**config.mk**
```make
export PLATFORM = sky130hd
export DESIGN_NAME = tms_status_flags
export DESIGN_NICKNAME = d
export VERILOG_FILES = /design/src/rtl/tms_pkg.sv /design/src/rtl/tms_sync.sv /design/src/rtl/tms_status_flags.sv
export SDC_FILE = /design/constraint.sdc
export NUM_CORES = 1
export LEC_CHECK = 0
export BUFFER_PORTS_ARGS = -buffer_cell sky130_fd_sc_hd__buf_4
export CORE_MARGIN = 1.5
export CORE_UTILIZATION = 55
export DETAILED_ROUTE_END_ITERATION = 8
export PLACE_DENSITY = 0.8
export SLEW_MARGIN = 20
export SYNTH_ARGS = -nofsm -noshare
export SYNTH_HDL_FRONTEND = slang
export SYNTH_SLANG_ARGS = --single-unit
export TNS_END_PERCENT = 50
```
**constraint.sdc**
```tcl
create_clock -name clock -period 3.5 [get_ports clock]
set_input_delay 0.7 -clock clock [delete_from_list [all_inputs] [get_ports clock]]
set_output_delay 0.7 -clock clock [all_outputs]
set_load 0.01 [all_outputs]
```
**src/rtl/tms_pkg.sv**
```systemverilog
// Shared constants, types and helpers for the temperature monitor status block
package tms_pkg;

    localparam int CLK_HZ = 100_000_000;
    localparam int RC_EXTRA_MS = 125;
    localparam int RC_EXTRA_CYCLES = RC_EXTRA_MS * (CLK_HZ / 1000);
    localparam int EXTRA_W = 24;

    // Arbitrary bus address; any neutral value will do
    localparam logic [6:0] SLAVE_ADDR = 7'h2C;

    // Command codes of the three registers handled here
    localparam logic [7:0] CMD_CFG1 = 8'h12;
    localparam logic [7:0] CMD_OVT_STATUS = 8'h13;
    localparam logic [7:0] CMD_FAULT_STATUS = 8'h14;

    localparam int CFG1_STOP_BIT = 7;
    localparam int CFG1_POR_BIT = 6;
    localparam int CFG1_RC_BIT = 3;
    localparam logic [7:0] CFG1_WMASK = 8'hB8;
    localparam logic [7:0] CFG1_RESET = 8'h00;

    localparam int OVT_CH1_BIT = 0;
    localparam int OVT_CH4_BIT = 3;
    localparam logic [7:0] OVT_MASK = 8'h09;
    localparam int FAULT_CH1_BIT = 1;
    localparam logic [7:0] FAULT_MASK = 8'h1E;
    localparam logic [7:0] FAULT_UNUSED_MASK = 8'h60;

    localparam logic [1:0] CH1_IDX = 2'h0;
    localparam logic [1:0] CH4_IDX = 2'h3;

    localparam logic [3:0] BYTE_BITS = 4'h8;
    localparam logic [3:0] LAST_BIT = 4'h7;
    localparam logic [8:0] HYST_DEG = 9'h004;

    typedef enum logic [2:0] {
        SMB_IDLE, SMB_ADDR, SMB_CMD, SMB_WDATA, SMB_ACK, SMB_TX, SMB_RACK
    } tms_smb_e;

    typedef enum logic [1:0] {
        SEQ_PICK, SEQ_CONV, SEQ_EXTRA
    } tms_seq_e;

    function automatic logic tms_exceeds(input logic [7:0] temp, input logic [7:0] limit);
        return temp > limit;
    endfunction : tms_exceeds

    function automatic logic tms_cooled(input logic [7:0] temp, input logic [7:0] limit);
        return ({1'b0, temp} + HYST_DEG) < {1'b0, limit};
    endfunction : tms_cooled

endpackage : tms_pkg

```
**src/rtl/tms_sync.sv**
```systemverilog
// Two-flop synchroniser for a group of asynchronous levels
`timescale 1ns/10ps
`default_nettype none
module tms_sync #(
    parameter int WIDTH = 1
) (
    input wire logic clock,               // System clock
    input wire logic reset_n,             // Async reset, active low
    input wire logic [WIDTH-1:0] asyncIn, // Levels from outside the domain
    output logic [WIDTH-1:0] syncOut      // Synchronised levels
);
    logic [WIDTH-1:0] stage1_r;

    always_ff @(posedge clock or negedge reset_n)
    begin
        if (!reset_n)
        begin
            stage1_r <= '0;
            syncOut <= '0;
        end
        else
        begin
            stage1_r <= asyncIn;
            syncOut <= stage1_r;
        end
    end
endmodule : tms_sync
`default_nettype wire

```
**src/rtl/tms_status_flags.sv**
```systemverilog
// Status flags, measurement sequencer and two-wire register slave of the monitor
// Function
// - Channel 4 over limit sets overtemp bit 3
// - Channel 1 over limit sets overtemp bit 0
// - Channel 4 sensor fault sets fault bit 4
// - Channel 3 sensor fault sets fault bit 3
// - Channel 2 sensor fault sets fault bit 2
// - Channel 1 sensor fault sets fault bit 1
// - Fault bits 6:5 read 0 after reset, then 1
// - Config bit 3 enables channel 1 resistance cancellation
// - Cancellation lengthens channel 1 conversion by 125ms
// - Overtemp bits clear only by status read or soft reset
// - Status read does not release overtemp pin
// - Pin releases below limit minus 4 degrees
// - Faulted channels skipped by measurement sequence
`timescale 1ns/10ps
`default_nettype none
module tms_status_flags #(
    parameter int RC_EXTRA = tms_pkg::RC_EXTRA_CYCLES
) (
    input wire logic clock,              // 100 MHz system clock
    input wire logic reset_n,            // Async reset, active low
    input wire logic smbClk,             // Bus clock pin
    input wire logic smbDataIn,          // Bus data pin level
    output logic smbDataOut,             // Bus data drive value (always 0)
    output logic smbDataOe,              // Bus data pull-down enable
    input wire logic [3:0] sensorFault,  // Per-channel open/anode-high detector
    input wire logic convDone,           // Converter result ready pulse
    input wire logic [7:0] convResult,   // Converter temperature result
    input wire logic [7:0] ch1OvtLimit,  // Channel 1 overtemp limit
    input wire logic [7:0] ch4OvtLimit,  // Channel 4 overtemp limit
    output logic convStart,              // Start conversion pulse
    output logic [1:0] convChannel,      // Channel index 0..3 for ch1..ch4
    output logic rcEnable,               // Series-resistance cancellation on
    output logic overtempOutput,         // Overtemp pin drive value (always 0)
    output logic overtempOutputOe        // Overtemp pin pull-down enable
);
    import tms_pkg::*;

    logic [5:0] syncOut;
    tms_sync #(.WIDTH(6)) uSync (
        .clock(clock),
        .reset_n(reset_n),
        .asyncIn({sensorFault, smbDataIn, smbClk}),
        .syncOut(syncOut)
    );

    wire sclS = syncOut[0];
    wire sdaS = syncOut[1];
    wire [3:0] faultS = syncOut[5:2];

    tms_smb_e smbState_r, smbState_nxt, ackNext_r, ackNext_nxt;
    tms_seq_e seqState_r, seqState_nxt;
    logic sclPrev_r, sdaPrev_r, sdaOe_r, sdaOe_nxt;
    logic [3:0] bitCnt_r, bitCnt_nxt;
    logic [7:0] shift_r, shift_nxt, txShift_r, txShift_nxt, ptr_r, ptr_nxt;
    logic [7:0] cfg1_r, result_r;
    logic [1:0] chan_r, chan_nxt, ovtStatus_r, ovtActive_r;
    logic [3:0] faultSt_r;
    logic unusedSet_r;
    logic [EXTRA_W-1:0] extraCnt_r, extraCnt_nxt;

    // Bus conditions on the synchronised pins
    wire sclRise = sclS & ~sclPrev_r;
    wire sclFall = ~sclS & sclPrev_r;
    wire startCond = sclS & sclPrev_r & sdaPrev_r & ~sdaS;
    wire stopCond = sclS & sclPrev_r & ~sdaPrev_r & sdaS;
    wire rxState = (smbState_r == SMB_ADDR) | (smbState_r == SMB_CMD)
        | (smbState_r == SMB_WDATA);
    wire byteDone = rxState & sclFall & (bitCnt_r == BYTE_BITS);
    wire addrHit = shift_r[7:1] == SLAVE_ADDR;
    wire rdAddr = (smbState_r == SMB_ADDR) & byteDone & addrHit & shift_r[0];
    wire loadTx = rdAddr | ((smbState_r == SMB_RACK) & sclFall);
    wire regWrite = (smbState_r == SMB_WDATA) & byteDone;
    wire cfgWrite = regWrite & (ptr_r == CMD_CFG1);
    wire softReset = cfgWrite & shift_r[CFG1_POR_BIT];
    wire ovtReadClr = loadTx & (ptr_r == CMD_OVT_STATUS);

    // Reserved positions are never stored, so they read 0
    wire [7:0] ovtRead = (8'(ovtStatus_r[1]) << OVT_CH4_BIT)
        | (8'(ovtStatus_r[0]) << OVT_CH1_BIT);
    wire [7:0] faultRead = (8'(faultSt_r) << FAULT_CH1_BIT)
        | (unusedSet_r ? FAULT_UNUSED_MASK : 8'h00);
    wire [7:0] readData = (ptr_r == CMD_CFG1) ? cfg1_r
        : (ptr_r == CMD_OVT_STATUS) ? ovtRead
        : (ptr_r == CMD_FAULT_STATUS) ? faultRead : 8'h00;

    // Sequencer decode
    wire stopBit = cfg1_r[CFG1_STOP_BIT];
    wire rcOn = cfg1_r[CFG1_RC_BIT];
    wire chanFault = faultS[chan_r];
    wire needExtra = (chan_r == CH1_IDX) & rcOn;
    wire pickSkip = (seqState_r == SEQ_PICK) & ~stopBit & chanFault;
    wire pickGo = (seqState_r == SEQ_PICK) & ~stopBit & ~chanFault;
    wire convEnd = (seqState_r == SEQ_CONV) & convDone;
    wire extraEnd = (seqState_r == SEQ_EXTRA) & (extraCnt_r == '0);
    wire evalNow = (convEnd & ~needExtra) | extraEnd;
    wire [7:0] evalTemp = (seqState_r == SEQ_EXTRA) ? result_r : convResult;
    wire on1 = evalNow & (chan_r == CH1_IDX);
    wire on4 = evalNow & (chan_r == CH4_IDX);
    wire hit1 = on1 & tms_exceeds(evalTemp, ch1OvtLimit);
    wire hit4 = on4 & tms_exceeds(evalTemp, ch4OvtLimit);
    wire cool1 = on1 & tms_cooled(evalTemp, ch1OvtLimit);
    wire cool4 = on4 & tms_cooled(evalTemp, ch4OvtLimit);

    always_comb
    begin
        smbState_nxt = smbState_r;
        ackNext_nxt = ackNext_r;
        bitCnt_nxt = bitCnt_r;
        shift_nxt = shift_r;
        txShift_nxt = txShift_r;
        ptr_nxt = ptr_r;
        sdaOe_nxt = sdaOe_r;
        if (stopCond)
        begin
            smbState_nxt = SMB_IDLE;
            sdaOe_nxt = 1'b0;
        end
        else if (startCond)
        begin
            smbState_nxt = SMB_ADDR;
            bitCnt_nxt = 4'h0;
            sdaOe_nxt = 1'b0;
        end
        else
        begin
            unique case (smbState_r)
                SMB_IDLE: ;
                SMB_ADDR, SMB_CMD, SMB_WDATA:
                begin
                    if (sclRise && bitCnt_r != BYTE_BITS)
                    begin
                        shift_nxt = {shift_r[6:0], sdaS};
                        bitCnt_nxt = bitCnt_r + 4'h1;
                    end
                    if (byteDone)
                    begin
                        bitCnt_nxt = 4'h0;
                        smbState_nxt = SMB_ACK;
                        sdaOe_nxt = 1'b1;
                        if (smbState_r == SMB_ADDR)
                        begin
                            ackNext_nxt = shift_r[0] ? SMB_TX : SMB_CMD;
                            txShift_nxt = readData;
                            if (!addrHit)
                            begin
                                smbState_nxt = SMB_IDLE;
                                sdaOe_nxt = 1'b0;
                            end
                        end
                        else if (smbState_r == SMB_CMD)
                        begin
                            ptr_nxt = shift_r;
                            ackNext_nxt = SMB_WDATA;
                        end
                        else
                            ackNext_nxt = SMB_WDATA;
                    end
                end
                SMB_ACK:
                begin
                    if (sclFall)
                    begin
                        smbState_nxt = ackNext_r;
                        sdaOe_nxt = (ackNext_r == SMB_TX) & ~txShift_r[7];
                    end
                end
                SMB_TX:
                begin
                    if (sclFall && bitCnt_r == LAST_BIT)
                    begin
                        smbState_nxt = SMB_RACK;
                        sdaOe_nxt = 1'b0;
                        bitCnt_nxt = 4'h0;
                    end
                    else if (sclFall)
                    begin
                        txShift_nxt = {txShift_r[6:0], 1'b0};
                        sdaOe_nxt = ~txShift_r[6];
                        bitCnt_nxt = bitCnt_r + 4'h1;
                    end
                end
                SMB_RACK:
                begin
                    // Master acked: send the same register again
                    if (sclRise && sdaS)
                        smbState_nxt = SMB_IDLE;
                    else if (sclFall)
                    begin
                        smbState_nxt = SMB_TX;
                        txShift_nxt = readData;
                        sdaOe_nxt = ~readData[7];
                    end
                end
                default: smbState_nxt = SMB_IDLE;
            endcase
        end
    end

    always_comb
    begin
        seqState_nxt = seqState_r;
        chan_nxt = chan_r;
        extraCnt_nxt = extraCnt_r;
        unique case (seqState_r)
            SEQ_PICK:
            begin
                if (pickSkip)
                    chan_nxt = chan_r + 2'h1;
                else if (pickGo)
                    seqState_nxt = SEQ_CONV;
            end
            SEQ_CONV:
            begin
                if (convEnd && needExtra)
                begin
                    seqState_nxt = SEQ_EXTRA;
                    extraCnt_nxt = EXTRA_W'(RC_EXTRA - 1);
                end
                else if (convEnd)
                begin
                    seqState_nxt = SEQ_PICK;
                    chan_nxt = chan_r + 2'h1;
                end
            end
            SEQ_EXTRA:
            begin
                if (extraEnd)
                begin
                    seqState_nxt = SEQ_PICK;
                    chan_nxt = chan_r + 2'h1;
                end
                else
                    extraCnt_nxt = extraCnt_r - EXTRA_W'(1);
            end
            default: seqState_nxt = SEQ_PICK;
        endcase
        if (softReset)
        begin
            seqState_nxt = SEQ_PICK;
            chan_nxt = CH1_IDX;
        end
    end

    always_ff @(posedge clock or negedge reset_n)
    begin
        if (!reset_n)
        begin
            smbState_r <= SMB_IDLE;
            ackNext_r <= SMB_IDLE;
            sclPrev_r <= 1'b0;
            sdaPrev_r <= 1'b0;
            bitCnt_r <= 4'h0;
            shift_r <= 8'h00;
            txShift_r <= 8'h00;
            ptr_r <= 8'h00;
            sdaOe_r <= 1'b0;
            seqState_r <= SEQ_PICK;
            chan_r <= CH1_IDX;
            extraCnt_r <= '0;
        end
        else
        begin
            smbState_r <= smbState_nxt;
            ackNext_r <= ackNext_nxt;
            sclPrev_r <= sclS;
            sdaPrev_r <= sdaS;
            bitCnt_r <= bitCnt_nxt;
            shift_r <= shift_nxt;
            txShift_r <= txShift_nxt;
            ptr_r <= ptr_nxt;
            sdaOe_r <= sdaOe_nxt;
            seqState_r <= seqState_nxt;
            chan_r <= chan_nxt;
            extraCnt_r <= extraCnt_nxt;
        end
    end

    // Status, configuration and pins; soft reset acts like power-on
    always_ff @(posedge clock or negedge reset_n)
    begin
        if (!reset_n)
        begin
            cfg1_r <= CFG1_RESET;
            ovtStatus_r <= 2'b00;
            ovtActive_r <= 2'b00;
            faultSt_r <= 4'h0;
            unusedSet_r <= 1'b0;
            result_r <= 8'h00;
            convStart <= 1'b0;
            convChannel <= CH1_IDX;
            rcEnable <= 1'b0;
            smbDataOut <= 1'b0;
            smbDataOe <= 1'b0;
            overtempOutput <= 1'b0;
            overtempOutputOe <= 1'b0;
        end
        else
        begin
            cfg1_r <= softReset ? CFG1_RESET : cfgWrite ? (shift_r & CFG1_WMASK) : cfg1_r;
            // Set wins over the read clear; only a read or soft reset clears
            ovtStatus_r <= softReset ? 2'b00
                : ({hit4, hit1} | (ovtStatus_r & {2{~ovtReadClr}}));
            // Pin follows the condition, never the status read
            ovtActive_r <= softReset ? 2'b00
                : ({hit4, hit1} | (ovtActive_r & ~{cool4, cool1}));
            faultSt_r <= softReset ? 4'h0
                : pickSkip ? (faultSt_r | (4'h1 << chan_r))
                : pickGo ? (faultSt_r & ~(4'h1 << chan_r)) : faultSt_r;
            unusedSet_r <= ~softReset;
            result_r <= convEnd ? convResult : result_r;
            convStart <= pickGo & ~softReset;
            convChannel <= pickGo ? chan_r : convChannel;
            rcEnable <= rcOn;
            smbDataOut <= 1'b0;
            smbDataOe <= sdaOe_r;
            overtempOutput <= 1'b0;
            overtempOutputOe <= |ovtActive_r;
        end
    end
endmodule : tms_status_flags
`default_nettype wire

```
Word level (Yosys, flattened, before mapping)
Cells that the tools add are included.

operators by class
  order comparisons = 5
  bitwise gates (word level) = 61
  shifts and indexed selects = 1
  equality and inequality tests = 42
  $add $sub $neg = 4
  reduce and logical (&&, ||, !) cells = 27
  mux-type cells = 66

operators by type and width
  operator                                                               number
  8-bit 2-to-1 mux                                                       10
  24-bit 2-to-1 mux                                                      2
  24-bit one-hot mux with 2 select lines                                 1
  3-bit 2-to-1 mux                                                       11
  1-bit bitwise AND                                                      32
  4-bit 2-to-1 mux                                                       8
  4-bit inequality test (second input constant)                          8
  2-bit 2-to-1 mux                                                       13
  8-bit by 5-bit == test with 1-bit output (second input constant)       3
  24-bit logical NOT                                                     1
  8-bit one-hot mux with 3 select lines                                  1
  24-bit by 1-bit subtractor with 24-bit output (second input constant)  1
  7-bit 2-to-1 mux                                                       3
  3-bit inequality test (second input constant)                          7
  9-bit by 8-bit less-than comparator with 1-bit output                  2
  8-bit greater-than comparator                                          2
  4-bit AND reduction                                                    4
  1-bit inverter                                                         15
  3-bit one-hot mux with 5 select lines                                  1
  2-bit inequality test (second input constant)                          7
  3-bit == test (second input constant)                                  4
  2-bit one-hot mux with 3 select lines                                  2
  6-bit AND reduction                                                    2
  1-bit 2-to-1 mux                                                       11
  40 further kinds                                                       55

word-level totals
  word-level logic and storage cells = 231
  bits in registers = 108

Logic depth before layout (Yosys ltp)
Gate-level depths: netlist of run 1.

  depth after elaboration = 14
  depth in mapped cells = 13
  gate-level depth less buffers = 12

Cells and area by module
Synthesis of run 1 repeated with hierarchy kept, for this count alone.

unflattened totals
  cell total of the unflattened synthesis = 593
  area total of the unflattened synthesis = 5,866.9 µm²

modules (own cells, without submodules)
  module            area an instance (µm²)  cells an instance  instances
  tms_status_flags  5,566.6                 581                1
  tms_sync          300.3                   12                 1

Worst setup path before layout of run 1
OpenSTA, ideal clock, no wires.

  kind = reg2reg
  start point = register seqState_r[0]
  end point = register ovtActive_r[1]
  arrival time = 2,789 ps
  path slack = 581 ps
  path buffers = 2
  clock period less this slack = 2,919 ps
  cell stages (with the launch flop) = 11
  data required time = 3,370 ps
  path through = dfrtp_1 inv_1 ha_1 clkbuf_1 buf_1 mux2_2 ha_1 nand4_1 or4b_2 o211ai_1 a21oi_1

between the ends
  word-level cells in the longest chain between the ends = 10
  elaborated cells on any way between the ends = 17
  classes of those cells = 1 x add/sub; 2 x order compare; 2 x eq/ne; 2 x mux; 10 x bitwise

RTL lines
  what                                                                            line                     source
  start: declaration                                                              tms_status_flags.sv:53   tms_seq_e seqState_r, seqState_nxt;
  start signal: assignment                                                        tms_status_flags.sv:274  seqState_r <= seqState_nxt;
  branches (longest 8 deep; another with 8-bit by 3-bit adder with 9-bit output)  --
  2-bit bitwise OR (*)                                                            tms_status_flags.sv:307  : ({hit4, hit1} | (ovtActive_r & ~{cool4, cool1}));
  2-bit 2-to-1 mux (*)                                                            tms_status_flags.sv:306  ovtActive_r <= softReset ? 2'b00
  end signal: assignment                                                          tms_status_flags.sv:306
  end: declaration                                                                tms_status_flags.sv:58   logic [1:0] chan_r, chan_nxt, ovtStatus_r, ovtActive_r;

Every way passes the cells marked *.
A chain may end at the register's enable or synchronous reset.

Worst setup path after layout of run 1
Ends and elaborated chain as after synthesis.

==> results.cfg, run 1 <==
[cts]
cts_max_level = 3
cts_tree = yes
clock-sinks = 104
cts_setup_buffers = 0
cts_root_buffer = clkbuf_8
cts_buffers = 9
ctsResizeCount = 0
cts_hold_buf = 0
clk-insertion-delay-late_ns = 0.37
cts_max_path_buffers = 2
clk_pin_slew_ns = 0.10

[detailed_routing]
vias_per_cell = 5.79
drcViolationCount = 0
first_pass_iters = 5
drtIter0Drc = 249
routed-via-count = 4464
routedWlPerCell_um = 15.7
totalWireLength_um = 12100
antenna_left = 0

[setup_path]
path_delay_family = adder cells
cp_slowest_cell = or4b_2
worst-setup-path-type = register to register
cp-end-kind = register
path_cells = inv_1 -> ha_1 -> buf_4 -> mux2i_1 -> ha_1 -> or4b_2 -> o211ai_1 -> a21oi_1
cp.required_ns = 3.72
cpPeakStageDelay_ns = 0.69
worst-path-buf-inv = 2
cp.arrival_ns = 3.33
start_kind = register
crit_path_frequent_cell = ha_1
cp_max_fo = 14

[synth]
synth_area_per_cell_um2 = 10.0
synth_edf_count = 0
synth-seq-area-share = 0.440
post-synth-top-area-cell = dfrtp_1
synth-seq-cells = 104
synth.top_cell.area_share = 0.440
ys_types = 66
syn_inst = 591
synthFlopType = dfrtp_1
ys_warn_count = 0
synth_area_leaders = dfrtp_1, ha_1, mux2_2, nand2_1, nor2_1
netlist_area_mm2 = 0.00591
synthArstFlopShare = 1.00

[power]
p_total_w = 0.00347
p_leak_nw = 3.13
power_per_cell_area_mw_per_mm2 = 531
ir_worst_vdd_mv = 0.385

[placed_design]
place_congestion = 0.882
numPortBuffers = 38
hpwl_um = 8970

[final_layout]
final_nets = 702
drive_gt1_frac = 0.181
fillCellCount = 835
antenna_cells = 0
syn_to_final_growth_pct = 10.4

[timing]
final-max-slew-violation-count = 0
tns_ns = 0
hold_violations = 0
max_clock_freq_mhz = 322
worst_pin_slew_ns = 0.848
min_period_ns = 3.11
setup_violations = 0
fin_skew_ns = 0.0124
relSlewSlack = 0.432
finalCritPeriodShare = 0.888
rsz0062_at_grt = false

[floorplanning]
pin_count = 41
core_area_mm2 = 0.0104
die_h_um = 107
chipWidth_um = 107
die-area_mm2 = 0.0114
start_util = 0.570
rows = 37

[flow_run]
cap_violations = 0

[grt]
grt.overflow.total = 0
grt_max_degree = 69
track_usage = 0.229
antenna_found_initial = 0
grt_pass1_wl_um = 20800
grt_pass1_vias = 4483

[min_path]
holdCritPathClass = register to register

[status]
status = complete, no violations
## layout make-up
type,count,area [µm²],area share
clock inverters,7,71.3,0.0109
inverters,36,135,0.0207
flip-flops and latches,104,2600,0.399
repair buffers,44,330,0.0506
well taps,136,170,0.0261
multi-input cells,435,3090,0.474
clock buffers,9,124,0.0190
## final timing paths
kind	start	end	slack, ns	cells past startpoint
min in group asynchronous	reset_n	extraCnt_r[18]	0.41	1
max reg2reg	seqState_r[0]	ovtActive_r[1]	0.39	8
min	uSync.stage1_r[1]	uSync.syncOut[1]	0.34	0
max in group asynchronous	reset_n	extraCnt_r[0]	2.28	2
max	seqState_r[0]	ovtActive_r[1]	0.39	8
min reg2reg	uSync.stage1_r[1]	uSync.syncOut[1]	0.34	0
## routing by layer
| layer | share of wire | global-route usage | up-vias | wire [µm] |
|---|---|---|---|---|
| met5 | 0 | 0 | - | 0 |
| met4 | 0.017 | 0.0686 | 0 | 206 |
| met3 | 0.041 | 0.0353 | 21 | 497 |
| met2 | 0.49 | 0.386 | 106 | 5890 |
| met1 | 0.45 | 0.307 | 2165 | 5500 |
| li1 | - | - | 2172 | - |
## registers in the layout, summed over array words and instances, names as in the netlist, 6 cells and up
signal and cells:
extraCnt_r 24, uSync.syncOut 6, shift_r 8, result_r 8, txShift_r 8, uSync.stage1_r 6, ptr_r 8
## power by group
part,leakage (nW),switching (W),internal (W)
logic,1.69,0.000555,0.000486
clock network,0.103,0.000416,0.000332
registers,1.34,0.000240,0.00144
total,3.13,0.00121,0.00225
## stage by stage
| stage | cell area (µm²) | hold slack, ns | setup slack [ns] | utilization | cells |
|---|---|---|---|---|---|
| floorplan | 5920 | 0.331 | 0.581 | - | 592 |
| global placement | 6330 | 0.331 | 0.582 | 0.611 | 755 |
| detailed placement | 6330 | 0.335 | 0.429 | 0.611 | 755 |
| CTS | 6530 | 0.346 | 0.427 | 0.629 | 771 |
| global route | 6530 | 0.358 | 0.227 | 0.629 | 771 |
| finish | 6530 | 0.344 | 0.391 | 0.629 | 771 |
## cell usage after synthesis, types with 9 or more instances
cell type and number:
ha_1 39, nor2_1 46, inv_1 36, o21ai_0 26, nand3_1 23, a21oi_1 32, xnor2_1 9, nand2b_1 10
mux2_2 35, nor3_1 10, nand2_1 61, xor2_1 18, dfrtp_1 104, nand4_1 9
## logic make-up (layout without fill, tap and decap cells)
| logic type | after synthesis | count (layout) | synth area share |
|---|---|---|---|
| and+or+nand+nor | 221 | 221 | 0.206 |
| DFF | 104 | 104 | 0.440 |
| AOI/OAI and AO/OA | 102 | 102 | 0.110 |
| buffers and inverters | 53 | 96 | 0.0372 |
| muxes | 44 | 44 | 0.0840 |
| adders and majority gates | 39 | 39 | 0.0825 |
| xor gates and xnor gates | 27 | 27 | 0.0400 |
| other | 1 | 2 | 0.000634 |
## worst reg2reg max path, delay by kind of cell (launching register included)
kind                     cells  cell delay (ns)
buffers and inverters        2             0.35
flip-flops                   1             0.40
AO/OA/AOI/OAI                2             0.24
adder cells (fa/ha/maj)      2             0.83
multiplexers                 1             0.44
AND/OR/NAND/NOR              1             0.69
## layout by cell type (no fill, tap or decap), types with 10 or more instances in the layout
cell type / count
a21oi_1: 32
ha_1: 39
nand2b_1: 10
nand2_1: 61
mux2_2: 35
xor2_1: 18
nor3_1: 10
inv_1: 36
nand3_1: 23
dfrtp_1: 104
nor2_1: 46
o21ai_0: 26
buf_4: 44
Note: power is estimated with default switching activity, not from simulation.
==> run 2: changes to the inputs <==
--- a/config.mk
+++ b/config.mk
@@ -5,12 +5,13 @@
 export SDC_FILE = /design/constraint.sdc
 export NUM_CORES = 1
 export LEC_CHECK = 0
+export ABC_AREA = 1
 export BUFFER_PORTS_ARGS = -buffer_cell sky130_fd_sc_hd__buf_4
 export CORE_MARGIN = 1.5
 export CORE_UTILIZATION = 55
 export DETAILED_ROUTE_END_ITERATION = 8
-export PLACE_DENSITY = 0.8
-export SLEW_MARGIN = 20
+export PLACE_DENSITY = 0.79
+export SLEW_MARGIN = 40
 export SYNTH_ARGS = -nofsm -noshare
 export SYNTH_HDL_FRONTEND = slang
 export SYNTH_SLANG_ARGS = --single-unit
==> constraint.sdc (replaced) <==
create_clock -name clock -period 3.4 [get_ports clock]
set_input_delay 0.68 -clock clock [delete_from_list [all_inputs] [get_ports clock]]
set_output_delay 0.68 -clock clock [all_outputs]
set_load 0.01 [all_outputs]
==> run 2 against run 1 <==
Routed wire length increased by 8.5%. Power decreased by 0.52%. Critical endpoint is now ovtActive_r[0]. Synthesized area increased by 5.2%. Clock skew decreased by 0.0022 ns. Flip-flop and latch count unchanged. Global-route usage increased by 1.4 points. Die area increased by 5.0%. Cell count increased by 29%.
==> results.cfg, run 2 <==
[grt]
grt_pass1_vias = 4872
grt_pass1_wl_um = 22700
grt.overflow.total = 0
grt_max_degree = 52
antenna_found_initial = 0
track_usage = 0.243

[cts]
cts_hold_buf = 0
cts_tree = yes
clk_pin_slew_ns = 0.07
ctsResizeCount = 0
clock-sinks = 104
cts_setup_buffers = 0
cts_buffers = 9
cts_max_path_buffers = 2
cts_max_level = 3
cts_root_buffer = clkbuf_16
clk-insertion-delay-late_ns = 0.36

[final_layout]
final_nets = 926
syn_to_final_growth_pct = 11.9
largest_register_ffs = 24
antenna_cells = 0
largest-register = extraCnt_r
final_cell_mix = nand2_1, inv_1, dfrtp_1
drive_gt1_frac = 0.106
final_common_cell = nand2_1

[detailed_routing]
first_pass_iters = 5
totalWireLength_um = 13100
drcViolationCount = 0
routed-via-count = 5227
met1_length_um = 6260
vias_per_cell = 5.24
top_layer = met4
routedWlPerCell_um = 13.1
drtIter0Drc = 350
wl_met3_um = 525
antenna_left = 0
wl_met2_um = 6140

[flow_run]
cap_violations = 0

[setup_path]
start_kind = register
cp-end-kind = register
cp_max_fo = 15
cp.arrival_ns = 3.01
cp.required_ns = 3.69
worst-setup-path-type = register to register

[synth]
post-synth-top-area-cell = dfrtp_1
synth_area_leaders = dfrtp_1, nand2_1, ha_1, inv_1, o21ai_0
synth.top_cell.area_share = 0.418
synth_most_common_cell = nand2_1
synth_top_family_by_area = simple AND/OR/NAND/NOR gates
yosys-top-cells-count = nand2_1, inv_1, dfrtp_1
synth-seq-area-share = 0.418
synth_compound_area_frac = 0.129
synthFlopType = dfrtp_1
ys_warn_count = 0
ys_types = 40
synth.area.mux_share = 0
syn_inst = 814
synth_fa_ha_area_frac = 0.0785
synth_area_per_cell_um2 = 7.64
synth_edf_count = 0
synth_xor_area_frac = 0.0211
synth-seq-cells = 104
synthSimpleGateAreaFrac = 0.260
synthArstFlopShare = 1.00
netlist_area_mm2 = 0.00622

[timing]
fin_skew_ns = 0.0102
final-max-slew-violation-count = 0
worst_pin_slew_ns = 0.645
setup_violations = 0
hold_violations = 0
tns_ns = 0
rsz0062_at_grt = false
finalCritPeriodShare = 0.802
min_period_ns = 2.73
max_clock_freq_mhz = 367
holdWs_ns = 0.344
relSlewSlack = 0.570

[power]
power.switching_w = 0.00106
ir_worst_vdd_mv = 0.482
switching_share = 0.307
p_int_w = 0.00239
clkPwrFrac = 0.329
power_frac_seq = 0.446
pwr-share-comb = 0.225
p_leak_nw = 3.55
p_total_w = 0.00345
power_per_cell_area_mw_per_mm2 = 495

[floorplanning]
chipWidth_um = 109
pin_count = 41
die-area_mm2 = 0.0120
core_area_mm2 = 0.0109
start_util = 0.569
die_h_um = 109
rows = 38

[placed_design]
place_congestion = 0.919
numPortBuffers = 38
hpwl_um = 9880

[status]
status = complete, no violations

[min_path]
holdCritPathClass = input pin to async pin
==> run 2: cell count changes in the layout (fill, tap and decap cells not counted), sizes merged, moves of 6 or more <==
cell    change
a21oi       -8
inv        +98
mux2       -35
mux2i       -8
nand2     +141
nand2b     -11
nand3      +17
nor2       +38
nor2b       -8
nor4        -6
o21a        +6
o21ai      +62
xnor2       -7
==> run 2: cell type report <==
type	instances	area (µm²)
multi-input combinational	564	3040
clock inverter	5	88.8
sequential	104	2600
timing repair buffer	42	315
tap	140	175
fill	963	3970
clock buffer	10	239
inverter	133	502
==> run 2: per-layer routing <==
metal,GRT usage,vias up
met5,0,-
met4,0.0770,0
met3,0.0498,23
met2,0.378,102
met1,0.341,2408
li1,-,2694
==> run 2: critical path: stages, from the launching register on <==
cell     delay (ns)
dfrtp_1        0.40
inv_1          0.09
ha_1           0.46
nand2_1        0.09
o21a_1         0.19
nor2_1         0.17
nand2_1        0.11
nand2_1        0.08
inv_1          0.06
ha_1           0.28
nand2_1        0.05
inv_1          0.06
nand3_1        0.07
nand2_1        0.06
nor2_1         0.04
o21ai_0        0.16
nand2_1        0.07
nand2_1        0.07
nand2_1        0.04
a21oi_1        0.11
==> run 2: power groups by stage <==
stage / registers (W) / logic, W / clock network (W)
2_1_floorplan: 0.00154 / 0.000548 / 0
3_3_place_gp: 0.00156 / 0.000751 / 0
3_5_place_dp: 0.00155 / 0.000777 / 0
4_1_cts: 0.00154 / 0.000782 / 0.00116
5_1_grt: 0.00156 / 0.000904 / 0.00121
6_report: 0.00154 / 0.000776 / 0.00113
==> run 2: per-stage QoR <==
stage / worst slack (ns) / util / instances / instance area, µm²
global placement: 0.791 / 0.607 / 983 / 6640
finish: 0.674 / 0.637 / 998 / 6960
global route: 0.358 / 0.637 / 998 / 6960
CTS: 0.691 / 0.637 / 998 / 6960
detailed placement: 0.690 / 0.607 / 983 / 6640
floorplan: 1.06 / - / 815 / 6220
==> run 2: path summary, 6_finish.rpt <==
check | to | from | depth (start not counted) | slack [ns]
worst min-delay path | extraCnt_r[4] | reset_n | 1 | 0.34
max in group asynchronous | bitCnt_r[0] | reset_n | 2 | 2.24
worst max-delay path | ovtActive_r[0] | seqState_r[0] | 19 | 0.67
min in group clock | uSync.syncOut[5] | uSync.stage1_r[5] | 0 | 0.35
worst max register to register | ovtActive_r[0] | seqState_r[0] | 19 | 0.67
worst min register to register | uSync.syncOut[5] | uSync.stage1_r[5] | 0 | 0.35
==> run 2: cell families (layout without fill, tap and decap cells) <==
group,count (synthesis),count (layout)
xor gates and xnor gates,15,15
AOI/OAI and AO/OA,143,143
other,1,2
DFF,104,104
and+or+nand+nor,365,365
adders and majority gates,39,39
buffers and inverters,147,190
